`config.mk`:
```
export PLATFORM = sky130hd
export DESIGN_NAME = program_memory_protection_ctrl
export DESIGN_NICKNAME = d
export VERILOG_FILES = /design/src/rtl/prot_pkg.sv /design/src/rtl/program_memory_protection_ctrl.sv
export SDC_FILE = /design/constraint.sdc
export NUM_CORES = 1
export LEC_CHECK = 0
export BUFFER_PORTS_ARGS = -buffer_cell sky130_fd_sc_hd__clkbuf_2
export CELL_PAD_IN_SITES_DETAIL_PLACEMENT = 0
export CELL_PAD_IN_SITES_GLOBAL_PLACEMENT = 1
export CORE_UTILIZATION = 35
export DETAILED_ROUTE_END_ITERATION = 10
export GPL_TIMING_DRIVEN = 0
export PLACE_DENSITY_LB_ADDON = 0.3
export SYNTH_ARGS = -nofsm -noshare
export SYNTH_HDL_FRONTEND = slang
export SYNTH_SLANG_ARGS = --single-unit
export TNS_END_PERCENT = 10
```
`constraint.sdc`:
```
create_clock -name pclk -period 3.3 [get_ports pclk]
set_clock_uncertainty 0.2 [all_clocks]
set_input_delay 0.825 -clock pclk [delete_from_list [all_inputs] [get_ports pclk]]
set_output_delay 0.825 -clock pclk [all_outputs]
set_load 0.01 [all_outputs]
```
`src/rtl/prot_pkg.sv`:
```
// package of constants and carriers for the program memory protection controller
`default_nettype none
package prot_pkg;
   localparam int unsigned ADDR_W = 12;
   localparam int unsigned DATA_W = 32;
   // register indices; byte address is four times the index
   localparam logic [7:0] CTL_INDEX = 8'h2f;
   localparam logic [7:0] OPTION_INDEX = 8'h40;
   localparam logic [7:0] STATUS_INDEX = 8'h41;
   localparam logic [ADDR_W-1:0] CTL_ADDR = {2'h0, CTL_INDEX, 2'h0};
   localparam logic [ADDR_W-1:0] OPTION_ADDR = {2'h0, OPTION_INDEX, 2'h0};
   localparam logic [ADDR_W-1:0] STATUS_ADDR = {2'h0, STATUS_INDEX, 2'h0};
   // unlock keys
   localparam logic [7:0] FIRST_KEY = 8'h56;
   localparam logic [7:0] SECOND_KEY = 8'hae;
   // flash_control_status fields
   localparam int unsigned START_BIT = 0;
   localparam int unsigned LATCH_BIT = 1;
   localparam int unsigned AREA_BIT = 2;
   localparam int unsigned CTL_W = 3;
   localparam logic [CTL_W-1:0] CTL_RESET = 3'h0;
   // option register fields
   localparam int unsigned ROP_BIT = 0;
   localparam int unsigned WP_BIT = 1;
   // status register fields
   localparam int unsigned ST_OPEN_BIT = 0;
   localparam int unsigned ST_ERASE_BIT = 1;
   localparam int unsigned ST_ROP_BIT = 2;
   localparam int unsigned ST_WP_BIT = 3;
   localparam int unsigned ST_REFUSED_BIT = 4;
   // mass erase duration in pclk cycles
   localparam logic [7:0] ERASE_CYCLES = 8'h10;
   localparam logic [7:0] ERASE_LAST = 8'h01;
   localparam logic [31:0] ZERO_WORD = 32'h0000_0000;

   typedef enum logic [2:0] {
      KEY_LOCKED = 3'b001,
      KEY_FIRST = 3'b010,
      KEY_OPEN = 3'b100
   } key_state_t;

   typedef struct packed {
      logic write_protect_option;
      logic readout_protect_option;
   } option_t;

   typedef struct packed {
      logic flash_prog_req;
      logic flash_write_en;
      logic data_write_en;
      logic latch_select;
      logic ext_read_block;
      logic mass_erase;
      logic opt_store_valid;
      option_t opt_store;
   } mem_ctrl_t;

   typedef struct packed {
      key_state_t key;
      logic [CTL_W-1:0] ctl;
      option_t option_area_select;
      option_t sync_a;
      option_t sync_b;
      logic [1:0] warm;
      logic opt_loaded;
      logic erasing;
      logic [7:0] erase_cnt;
      logic prog_req;
      logic refused;
      logic store_valid;
      logic [DATA_W-1:0] rdata;
      logic slverr;
   } state_t;
endpackage : prot_pkg
`default_nettype wire

```
`src/rtl/program_memory_protection_ctrl.sv`:
```
// protection and programming control for program flash and data nonvolatile memory
`default_nettype none

// Functional notes
// - read-out and write protection are independent
// - read-out protection blocks extraction and flash writes
// - read-out protection covers flash and data memory
// - removing read-out protection erases both memories
// - read-out protection set only by option bit
// - write protection blocks flash, data stays writable
// - write protection can never be cleared
// - write protection set only by option bit
// - control register resets zero, upper bits zero
// - control register serves programming methods only
module program_memory_protection_ctrl
(
   input wire logic pclk,
   input wire logic presetn,
   input wire logic psel,
   input wire logic penable,
   input wire logic pwrite,
   input wire logic [prot_pkg::ADDR_W-1:0] paddr,
   input wire logic [prot_pkg::DATA_W-1:0] pwdata,
   output logic [prot_pkg::DATA_W-1:0] prdata,
   output logic pready,
   output logic pslverr,
   input wire prot_pkg::option_t opt_byte_in,
   output prot_pkg::mem_ctrl_t mem_ctrl
);
   import prot_pkg::*;

   state_t s_reg;
   state_t s_next;
   logic setup_phase;
   logic wr_access;
   logic wr_ctl;
   logic wr_option;
   logic wr_status;
   logic load_now;
   logic opt_accept;
   logic flash_ok;
   logic [7:0] wbyte;

   // apb phase decode; the slave answers in the first access cycle
   assign setup_phase = psel & ~penable;
   assign wr_access = psel & penable & pwrite;
   assign wr_ctl = wr_access & (paddr == CTL_ADDR);
   assign wr_option = wr_access & (paddr == OPTION_ADDR);
   assign wr_status = wr_access & (paddr == STATUS_ADDR);
   assign wbyte = pwdata[7:0];

   // option byte is taken once the pin synchroniser has filled after reset
   assign load_now = s_reg.warm[1] & ~s_reg.opt_loaded;

   // option rewrites need the open key state and the option area selected
   assign opt_accept = (s_reg.key == KEY_OPEN) & s_reg.ctl[AREA_BIT] & ~s_reg.erasing;

   // flash program and erase gated by both protections
   assign flash_ok = (s_reg.key == KEY_OPEN) & ~s_reg.option_area_select.readout_protect_option
                     & ~s_reg.option_area_select.write_protect_option & ~s_reg.erasing;

   // next-state logic
   always_comb
   begin
      s_next = s_reg;
      s_next.prog_req = 1'b0;
      s_next.store_valid = 1'b0;
      // two-stage synchroniser for the option byte pins
      s_next.sync_a = opt_byte_in;
      s_next.sync_b = s_reg.sync_a;
      s_next.warm = {s_reg.warm[0], 1'b1};

      // protection state comes from the option byte
      if (load_now)
      begin
         s_next.option_area_select = s_reg.sync_b;
         s_next.opt_loaded = 1'b1;
      end

      // read data and error are prepared in the setup cycle
      if (setup_phase)
      begin
         s_next.slverr = 1'b0;
         s_next.rdata = ZERO_WORD;
         case (paddr)
            // bits 31 to 3 always read zero
            CTL_ADDR:
            begin
               s_next.rdata[CTL_W-1:0] = s_reg.ctl;
            end
            OPTION_ADDR:
            begin
               s_next.rdata[ROP_BIT] = s_reg.option_area_select.readout_protect_option;
               s_next.rdata[WP_BIT] = s_reg.option_area_select.write_protect_option;
            end
            STATUS_ADDR:
            begin
               s_next.rdata[ST_OPEN_BIT] = (s_reg.key == KEY_OPEN);
               s_next.rdata[ST_ERASE_BIT] = s_reg.erasing;
               s_next.rdata[ST_ROP_BIT] = s_reg.option_area_select.readout_protect_option;
               s_next.rdata[ST_WP_BIT] = s_reg.option_area_select.write_protect_option;
               s_next.rdata[ST_REFUSED_BIT] = s_reg.refused;
            end
            default:
            begin
               s_next.slverr = 1'b1;
            end
         endcase
      end

      // refused flag is write-one-to-clear; later sets override this
      if (wr_status && pwdata[ST_REFUSED_BIT])
      begin
         s_next.refused = 1'b0;
      end

      // key sequence; any write between the keys relocks
      case (s_reg.key)
         KEY_LOCKED:
         begin
            if (wr_ctl && (wbyte == FIRST_KEY))
            begin
               s_next.key = KEY_FIRST;
            end
         end
         KEY_FIRST:
         begin
            if (wr_ctl && (wbyte == SECOND_KEY))
            begin
               s_next.key = KEY_OPEN;
            end
            else if (wr_access)
            begin
               s_next.key = KEY_LOCKED;
            end
         end
         KEY_OPEN:
         begin
            // control bits only writable once programming access is open
            if (wr_ctl)
            begin
               s_next.ctl = wbyte[CTL_W-1:0];
               if (wbyte[START_BIT])
               begin
                  // program start refused under either protection
                  if (flash_ok)
                  begin
                     s_next.prog_req = 1'b1;
                  end
                  else
                  begin
                     s_next.refused = 1'b1;
                  end
               end
            end
         end
         default:
         begin
            s_next.key = KEY_LOCKED;
         end
      endcase

      // option rewrite through the register
      if (wr_option)
      begin
         if (opt_accept)
         begin
            // write protection only ever gets set
            s_next.option_area_select.write_protect_option = s_reg.option_area_select.write_protect_option | pwdata[WP_BIT];
            // read-out field handled apart from write protection
            if (s_reg.option_area_select.readout_protect_option && !pwdata[ROP_BIT])
            begin
               // removal starts a mass erase before the bit clears
               s_next.erasing = 1'b1;
               s_next.erase_cnt = ERASE_CYCLES;
            end
            else
            begin
               // read-out protection enabled by its option bit
               s_next.option_area_select.readout_protect_option = pwdata[ROP_BIT];
            end
            s_next.store_valid = 1'b1;
         end
         else
         begin
            s_next.refused = 1'b1;
         end
      end

      // erase both memories, then drop read-out protection
      if (s_reg.erasing)
      begin
         if (s_reg.erase_cnt == ERASE_LAST)
         begin
            s_next.erasing = 1'b0;
            s_next.option_area_select.readout_protect_option = 1'b0;
            s_next.store_valid = 1'b1;
         end
         s_next.erase_cnt = s_reg.erase_cnt - ERASE_LAST;
      end
   end

   // state register, constants only under reset
   always_ff @(posedge pclk or negedge presetn)
   begin
      if (!presetn)
      begin
         s_reg <= '0;
         s_reg.key <= KEY_LOCKED;
         s_reg.ctl <= CTL_RESET;
      end
      else
      begin
         s_reg <= s_next;
      end
   end

   // apb answer
   assign prdata = s_reg.rdata;
   assign pready = psel & penable;
   assign pslverr = psel & penable & s_reg.slverr;

   // memory side controls
   always_comb
   begin
      mem_ctrl.flash_prog_req = s_reg.prog_req;
      mem_ctrl.flash_write_en = flash_ok;
      mem_ctrl.data_write_en = (s_reg.key == KEY_OPEN) & ~s_reg.erasing;
      mem_ctrl.latch_select = s_reg.ctl[LATCH_BIT];
      // extraction blocked for both arrays, also during erase
      mem_ctrl.ext_read_block = s_reg.option_area_select.readout_protect_option | s_reg.erasing;
      mem_ctrl.mass_erase = s_reg.erasing;
      mem_ctrl.opt_store_valid = s_reg.store_valid;
      mem_ctrl.opt_store = s_reg.option_area_select;
   end
endmodule : program_memory_protection_ctrl
`default_nettype wire

```
==> After elaboration in Yosys (flattened, before gate mapping) <==
Cells that the tools add are included.
{ "totals": {"ff_bits": 33, "input_bits": 51, "output_inout_bits": 43, "wordCells": 93} }
{ "classes": {"n_addsub": 1, "n_eq_ne": 11, "muxes": 30, "n_bitwise": 22, "n_reduce_logical": 12} }
{ "ops": {"columns": ["op", "count"], "rows": [
  ["$mux W9", 4],
  ["$eq A12 B9 Y1 const B", 2],
  ["$mux W2", 8],
  ["$and A1 B1 Y1", 14],
  ["$eq A12 B8 Y1 const B", 1],
  ["$mux W1", 12],
  ["$mux W3", 3],
  ["$pmux W3 S3", 1],
  ["$eq A8 B1 Y1 const B", 1],
  ["$eq A8 B7 Y1 const B", 1],
  ["$eq A8 B8 Y1 const B", 1],
  ["$sub A8 B1 Y8 const B", 1],
  ["$not A1 Y1", 6],
  ["$pmux W2 S3", 1],
  ["$reduce_and A3 Y1", 2],
  ["$reduce_bool A2 Y1", 3],
  ["$logic_and A1 B1 Y1", 4],
  ["$eq A3 B1 Y1 const B", 1],
  ["$eq A3 B2 Y1 const B", 1],
  ["$eq A3 B3 Y1 const B", 1],
  ["$ne A3 B3 Y1 const B", 1],
  ["$reduce_or A3 Y1", 1],
  ["$ne A2 B2 Y1 const B", 1],
  ["$or A1 B1 Y1", 2],
  ["other kinds (3)", 3]
]} }

==> Depth between registers and ports, before layout <==
Gate-level depths: netlist (run 1).
{ "logic_depth": {"depth_word": 13, "ltp_mapped": 6, "mapped_depth_nobuf": 6} }

==> Least setup slack after synthesis (run 1) <==
OpenSTA, ideal clock, no wires.
{ "synth_path": {"path_kind": "input -> register", "start": "input paddr[7] (netlist bit)", "end": "register s_reg, in the netlist mem_ctrl[1]", "setup_ns": 0.073, "arrival_time_ns": 2.236, "t_required_ns": 3.027, "path_slack_ns": 0.791, "path_stages": 5, "n_path_buf": 0, "cell_sequence": "nor4b_2 > nand2_1 > or4_4 > mux2_4 > a21oi_2"} }
{ "synth_lines": {"columns": ["element", "line", "rtl"], "rows": [
  ["start, declared", "program_memory_protection_ctrl.sv:22", "input wire logic [prot_pkg::ADDR_W-1:0] paddr,"],
  ["end signal, assigned", "program_memory_protection_ctrl.sv:214", "s_reg <= s_next;"],
  ["end, declared", "program_memory_protection_ctrl.sv:32", "state_t s_reg;"]
]} }

==> Final worst setup path (run 1) <==
{ "layout_path": {"start": "register s_reg, in the netlist mem_ctrl[3]", "end": "output mem_ctrl[7] (netlist bit)"} }
{ "layout_between": {"elab_chain_cells": 2} }
{ "layout_rtl": {"columns": ["element", "line", "rtl"], "rows": [
  ["$not A1 Y1", "program_memory_protection_ctrl.sv:60", "& ~s_reg.option_area_select.write_protect_option & ~s_reg.erasing;"],
  ["$and A1 B1 Y1", "program_memory_protection_ctrl.sv:60", null],
  ["end, declared", "program_memory_protection_ctrl.sv:28", "output prot_pkg::mem_ctrl_t mem_ctrl"]
]} }
Every way passes these cells.

==> key figures, run 1 <==
Worst setup path
  • Reg2reg end: mem_ctrl[1]
  • Slowest CP cell: dfrtp_1
  • Endpoint type of the worst setup path: primary output
  • Max stage delay on crit path: 0.40 ns
  • RR Startpoint: mem_ctrl[3]
  • Cell Chain, Critical Path: buf_6 > or2_2 > nor3_1 > buf_4 > clkbuf_2
  • R2R Setup Slk: 1.07 ns
  • CP Data Arrival Time: about 1.6 ns
  • Worst R2R Path Depth: 6
  • Max FO, Critical Path: 9
  • Worst Setup SP: mem_ctrl[3]
  • Crit path launch type: flip-flop
  • Crit path required time: ~2.3 ns
  • Setup CP Type: flip-flop to primary output

Synthesis
  • Mapped Cells: 202
  • Syn avg cell area: 9.588 sq um
  • Synth area leaders: dfrtp_1 (41%), buf_4 (15%), nor2_1 (3.9%)
  • Mapped cell area: approximately 1900 sq um
  • Sequential share of the synthesized area: a little over two fifths
  • Number of synthesized register bits: 33
  • Largest area contributor in the netlist: dfrtp_1
  • Yosys top cell area share: 41.34%
  • Synth cell types: 52
  • Yosys warns: 0

Route
  • DR pass1 iterations: 4
  • Routed Antenna Nets: 0
  • DRT iter0 DRCs: 87
  • Routed len/inst: 10.80 microns
  • Via count: 1,495
  • Drt total wl: 3758 microns
  • DR vias/cell: 4.296
  • DRC: 0

Die
  • Die extent in x: 76.39 microns
  • Die area: 5835 sq um
  • Core Rows: 26
  • Initial Util: 37.21%
  • Die height: 76.39 microns
  • Core area: 5205 sq um
  • IO Pins: between 90 and 100

Clocking
  • Clk Latency, worst-skew pair: 0.28 ns
  • CTS tree: done
  • Max Buffers Root-to-Sink: 2
  • Worst-path clk slew: roughly 0.06 ns
  • Root Buffer: clkbuf_8
  • Cts bufs inserted: 5
  • # hold bufs at CTS: 0
  • Clock Sinks: 33
  • Setup Buffers After CTS: 0
  • CTS resizes: 0
  • CTS H-tree depth: 2

GRT
  • Vias in the first global route: 1,471
  • First-pass GRT wire length: 6430 microns
  • Initial antenna violation count: 0
  • GRT Residual Overflow: 0
  • Largest net degree at the start of global routing: 34
  • All-Layer GR Usage: 13.91%

Timing
  • Worst slew margin: between 40% and 50%
  • RSZ-0062 raised after global routing: false
  • Minimum clock period: 2.634 ns
  • Fmax: between 300 and 400 MHz
  • Final Slew Violations: 0
  • Worst setup margin: 0.6657 ns
  • Actual slew at the worst max-slew pin: 0.8237 ns
  • Period utilisation layout: 79.83%
  • Finish-stage setup viols: 0
  • Total negative slack: 0 ns
  • Final count of hold timing violations: 0

Outcome
  • Status: complete, no violations

Power and ir drop
  • Leakage: around 1.2 nW
  • Worst vdd ir: around 0.21 mV
  • Cell Pwr Density: about 380 nW/um^2

Worst hold path
  • End of the worst hold path: s_reg[47]
  • Hold Crit Depth: 0
  • Hold/Removal Path Class: flip-flop to flip-flop
  • HP Start: s_next[47]

Place
  • Routability cong.: between 0.7 and 0.8
  • I/O Buffers: 42
  • Dpl hpwl: approximately 2900 microns
  • Dpl ws: between 0.4 and 0.5 ns

Layout
  • Most common cell after layout, fill and taps aside: clkbuf_2
  • Layout area overhead: 26.42%
  • Antenna diodes: 0
  • Most frequent cells in the layout: clkbuf_2 (42), buf_4 (39), dfrtp_1 (32)
  • Largest register FFs: 19
  • Layout cell share with drive strength beyond 1: between 30% and 40%
  • Nets@finish: 330

Run
  • Max Cap Viol: 0
## how the worst max path moves through the flow
stage,end,slack (ns),cells after the start
floorplan,mem_ctrl[1],0.79,5
global placement,s_reg[56],0.46,5
detailed placement,s_reg[56],0.46,5
CTS,mem_ctrl[7],0.67,5
global route,s_reg[34],0.58,6
finish,mem_ctrl[7],0.67,5
## area by class of cell
cell class,instances,area (sq um)
buffer,41,307.8
clock buffer,7,86.33
clock inverter,1,30.03
fill,517,2756
inverter,5,18.77
multi-input combinational,149,880.8
sequential,33,827.0
tap,70,87.58
timing repair buffer,42,210.2
## report_power, final
group | internal [mW] | switching [mW]
sequential | 0.414 | 0.00974
clock | 0.246 | 0.140
combinational | 0.0571 | 0.0564
total | 0.717 | 0.206
## kinds of logic (layout without fill, tap and decap cells)
family | Yosys count | after routing | synth area share [%]
AO/OA/AOI/OAI | 23 | 23 | 7.947
buffers and inverters | 46 | 96 | 16.86
multiplexers | 5 | 5 | 3.036
XOR/XNOR | 5 | 5 | 2.261
AND/OR/NAND/NOR | 86 | 86 | 25.52
other | 2 | 28 | 0.3877
flip-flops | 33 | 33 | 42.70
adder cells (fa/ha/maj) | 2 | 2 | 1.292
## through the flow
stage          cells  area (sq um)  utilization [%]  power, mW  hold WS (ns)
4_1_cts          348          2449            47.04     0.9364        0.1517
3_5_place_dp     340          2332            44.81     0.5446        0.1358
2_1_floorplan    228          2034                -     0.5010        0.1312
5_1_grt          348          2449            47.04     0.9726        0.1668
3_3_place_gp     340          2332            44.81     0.5439        0.1319
6_report         348          2449            47.04     0.9235        0.1485
## routing by layer
metal,wire [microns],global-route usage [%]
met1,1737,16.47
met2,1780,23.60
met3,184,3.832
met4,56,5.769
met5,0,0
## worst max-delay path: cells and delay by family, from the launching register on
kind                   cells  cell delay, ns
buffers and inverters      3            0.41
flip-flops                 1            0.40
AND/OR/NAND/NOR            2            0.52
## cells in the mapped netlist (all sizes together)
library cell / count
nand2b: 4
a22oi: 1
inv: 5
or3: 1
o21ai: 3
and4: 3
a32oi: 1
or4: 1
dfstp: 1
mux2i: 1
a21boi: 1
nor4b: 3
xor2: 2
a21oi: 9
or2: 3
nand2: 18
o211ai: 1
o31ai: 1
buf: 40
nand3b: 2
dfrtp: 32
xnor2: 3
ha: 2
o21a: 1
nor2: 20
a41o: 1
conb: 2
nand4: 1
a22o: 1
nor4: 2
and2: 2
and3: 4
mux2: 4
nand3: 7
a31oi: 1
nor2b: 3
clkbuf: 1
nand4b: 2
nor3: 7
or2b: 1
nor4bb: 2
a2bb2oi: 2
No activity file was read; power rests on OpenSTA's default activity.
==> inputs of run 2 (changes only) <==
Settings changed: ABC_AREA from default to 1, CORE_UTILIZATION 35 to 33.
Clock period 3.3 ns to 2.6 ns, I/O delays scaled along.
==> key figures, run 2 <==
Layout
  • Non-Filler Instances: 444 (+28%)
  • Layout cell share with drive strength beyond 1: 32.97% (-5.5 points)
  • Most common cell after layout, fill and taps aside: nand2_1
  • Largest register FFs: 19 (unchanged)
  • Fin area: 2681 sq um (+9.5%)
  • Antenna diodes: 0 (unchanged)
  • Most frequent cells in the layout: nand2_1 (67), clkbuf_2 (42), buf_4 (40)
  • Layout area overhead: 22.18%
  • Nets@finish: 419 (+27%)

Route
  • DR pass1 iterations: 4 (unchanged)
  • DR vias/cell: 4.182 (-2.6%)
  • DRT iter0 DRCs: 73 (-16%)
  • DRC: 0 (unchanged)
  • Drt total wl: 4502 microns (+20%)
  • Routed Antenna Nets: 0 (unchanged)
  • Routed len/inst: 10.14 microns (-6.1%)
  • Via count: 1,857 (+24%)

Clocking
  • CTS H-tree depth: 2 (unchanged)
  • CTS tree: done
  • Cts bufs inserted: 5 (unchanged)
  • Worst-path clk slew: 0.07 ns (about the same)
  • CTS resizes: 0 (unchanged)
  • Setup Buffers After CTS: 0 (unchanged)
  • Clock Sinks: 33 (unchanged)
  • Root Buffer: clkbuf_8
  • # hold bufs at CTS: 0 (unchanged)
  • Max Buffers Root-to-Sink: 2 (unchanged)
  • Clk Latency, worst-skew pair: 0.28 ns (about the same)

Worst setup path
  • CP delay by family, top: buffers and inverters
  • Cell Chain, Critical Path: buf_4 > inv_2 > nand3_1 > nor2_1 > buf_4 > clkbuf_2
  • Max stage delay on crit path: 0.44 ns (+0.04 ns)
  • Max FO, Critical Path: 10 (+1)
  • Endpoint type of the worst setup path: primary output
  • Crit path required time: 1.75 ns (-0.52 ns)
  • Setup CP Type: flip-flop to primary output
  • CP Data Arrival Time: 1.57 ns (-0.04 ns)
  • Slowest CP cell: dfrtp_1
  • Crit path top cell by count: buf_4
  • R2R Setup Slk: 0.98 ns (-0.09 ns)
  • Crit path launch type: flip-flop
  • Buf/Inv on CP: 4 (+1)

Synthesis
  • Mux contribution to synthesized area: 0% (-3.0 points)
  • Ys flop type: dfrtp_1
  • Main combinational cell family by area after synthesis: simple AND/OR/NAND/NOR gates
  • Post-Synth XOR/XNOR Area: 1.596% (-0.66 points)
  • Synth area leaders: dfrtp_1 (36%), buf_4 (14%), nand2_1 (11%)
  • Yosys top cell area share: 36.49% (-4.9 points)
  • Compound-cell area share of the yosys netlist: 2.737% (-5.2 points)
  • Largest area contributor in the netlist: dfrtp_1
  • Mapped cell area: 2195 sq um (+13%)
  • Synth cell types: 28 (-46%)
  • Mapped Cells: 291 (+44%)
  • Yosys warns: 0 (unchanged)
  • Number of synthesized register bits: 33 (unchanged)
  • Synth top cells by count: nand2_1 (67), buf_4 (40), nor2_1 (38), dfrtp_1 (32), nand3_1 (28)
  • Synth Area in Simple Gates: 37.51% (+12 points)
  • Most common cell in the netlist: nand2_1
  • Sequential share of the synthesized area: 37.69% (-5.0 points)
  • Syn avg cell area: 7.542 sq um (-21%)
  • Post-synth EDFFs: 0 (unchanged)
  • Async set or reset register ratio after synthesis: 100.0% (unchanged)
  • Adder-Cell Fraction of Synth Area: 1.140% (-0.15 points)

Die
  • Core area: 6386 sq um (+23%)
  • Die area: 6981 sq um (+20%)
  • Core Rows: 29 (+12%)
  • Die height: 83.55 microns (+9.4%)
  • Die extent in x: 83.55 microns (+9.4%)
  • Initial Util: 34.37% (-2.8 points)
  • IO Pins: 94 (unchanged)

Place
  • Routability cong.: 0.7548 (-2.5%)
  • I/O Buffers: 42 (unchanged)
  • Placed instance area: 2599 sq um (+11%)
  • Placed insts: 436 (+28%)
  • Dpl hpwl: 3627 microns (+25%)

Timing
  • Worst slew margin: 45.22% (+0.13 points)
  • Minimum clock period: 2.423 ns
  • Final Slew Violations: 0 (unchanged)
  • Final count of hold timing violations: 0 (unchanged)
  • RSZ-0062 raised after global routing: false
  • Fmax: ~410 MHz
  • Period utilisation layout: between 90% and 100%
  • Actual slew at the worst max-slew pin: 0.8217 ns (-0.001967 ns)
  • Total negative slack: 0 ns (unchanged)
  • Finish-stage setup viols: 0 (unchanged)

GRT
  • Largest net degree at the start of global routing: 34 (unchanged)
  • Initial antenna violation count: 0 (unchanged)
  • First-pass GRT wire length: 7665 microns (+19%)
  • GRT Residual Overflow: 0 (unchanged)
  • Vias in the first global route: 1,720 (+17%)
  • All-Layer GR Usage: 13.73% (-0.17 points)

Power and ir drop
  • Leakage: 1.434 nW (+19%)
  • Worst vdd ir: 0.1820 mV (-13%)
  • Design Power: 1.112 mW (+20%)
  • Cell Pwr Density: 414.6 nW/um^2 (+9.9%)

Worst hold path
  • Hold/Removal Path Class: flip-flop to flip-flop

Outcome
  • Status: complete, no violations

Run
  • Max Cap Viol: 0 (unchanged)
-- run 2: cell count changes in the layout (fill, tap and decap cells not counted), sizes merged, moves of 3 or more --
cell / delta
nand2: +56
nor2: +28
inv: +26
nand3: +24
a21oi: -5
and3: -4
mux2: -4
nand2b: -4
nand4: +4
and4: -3
nor2b: -3
nor4b: -3
xnor2: -3
-- run 2: metrics by stage --
step / utilization [%] / hold WS [ns] / setup WS [ns]
6_report: 41.99 / 0.1488 / 0.1774
3_3_place_gp: 40.69 / 0.1314 / 0.4647
3_5_place_dp: 40.69 / 0.1363 / 0.4622
5_1_grt: 41.99 / 0.1584 / 0.05348
4_1_cts: 41.99 / 0.1520 / 0.1362
2_1_floorplan: - / 0.1312 / 0.7473
-- run 2: final timing paths --
path | startpoint | end | depth (start not counted)
worst max-delay path | mem_ctrl[3] | mem_ctrl[7] | 6
worst min-delay path | s_next[49] | s_reg[49] | 0
worst max register to register | s_reg[58] | s_reg[42] | 8
worst min register to register | s_next[49] | s_reg[49] | 0
max in group asynchronous | presetn | s_reg[58] | 1
min in group asynchronous | presetn | s_reg[38] | 1
-- run 2: cell type report --
type	count	area, sq um
plain buffers	40	300.3
clock buffers	6	72.57
clock inverters	2	10.01
fillers	687	3705
inverters	31	116.4
multi-input cells	213	1049
flip-flops and latches	33	827.0
well taps	77	96.34
repair buffers	42	210.2
-- run 2: cell families after synthesis --
kind of cell,Yosys count
adder cells (fa/ha/maj),2
flip-flops,33
AND/OR/NAND/NOR,168
buffers and inverters,71
AO/OA/AOI/OAI,11
other,2
XOR/XNOR,4
-- run 2: metal layers --
metal	global-route usage (%)	vias up	routed length, microns
met3	2.967	6	270
li1	-	987	-
met4	4.622	0	70
met2	23.85	56	2193
met5	0	-	0
met1	16.88	808	1968
-- run 2: where the power goes --
group	total [mW]	switching [mW]	internal, mW	leakage (nW)
sequential	0.551	0.0196	0.532	0.393
clock	0.368	0.183	0.185	0.0450
combinational	0.192	0.107	0.0849	0.996
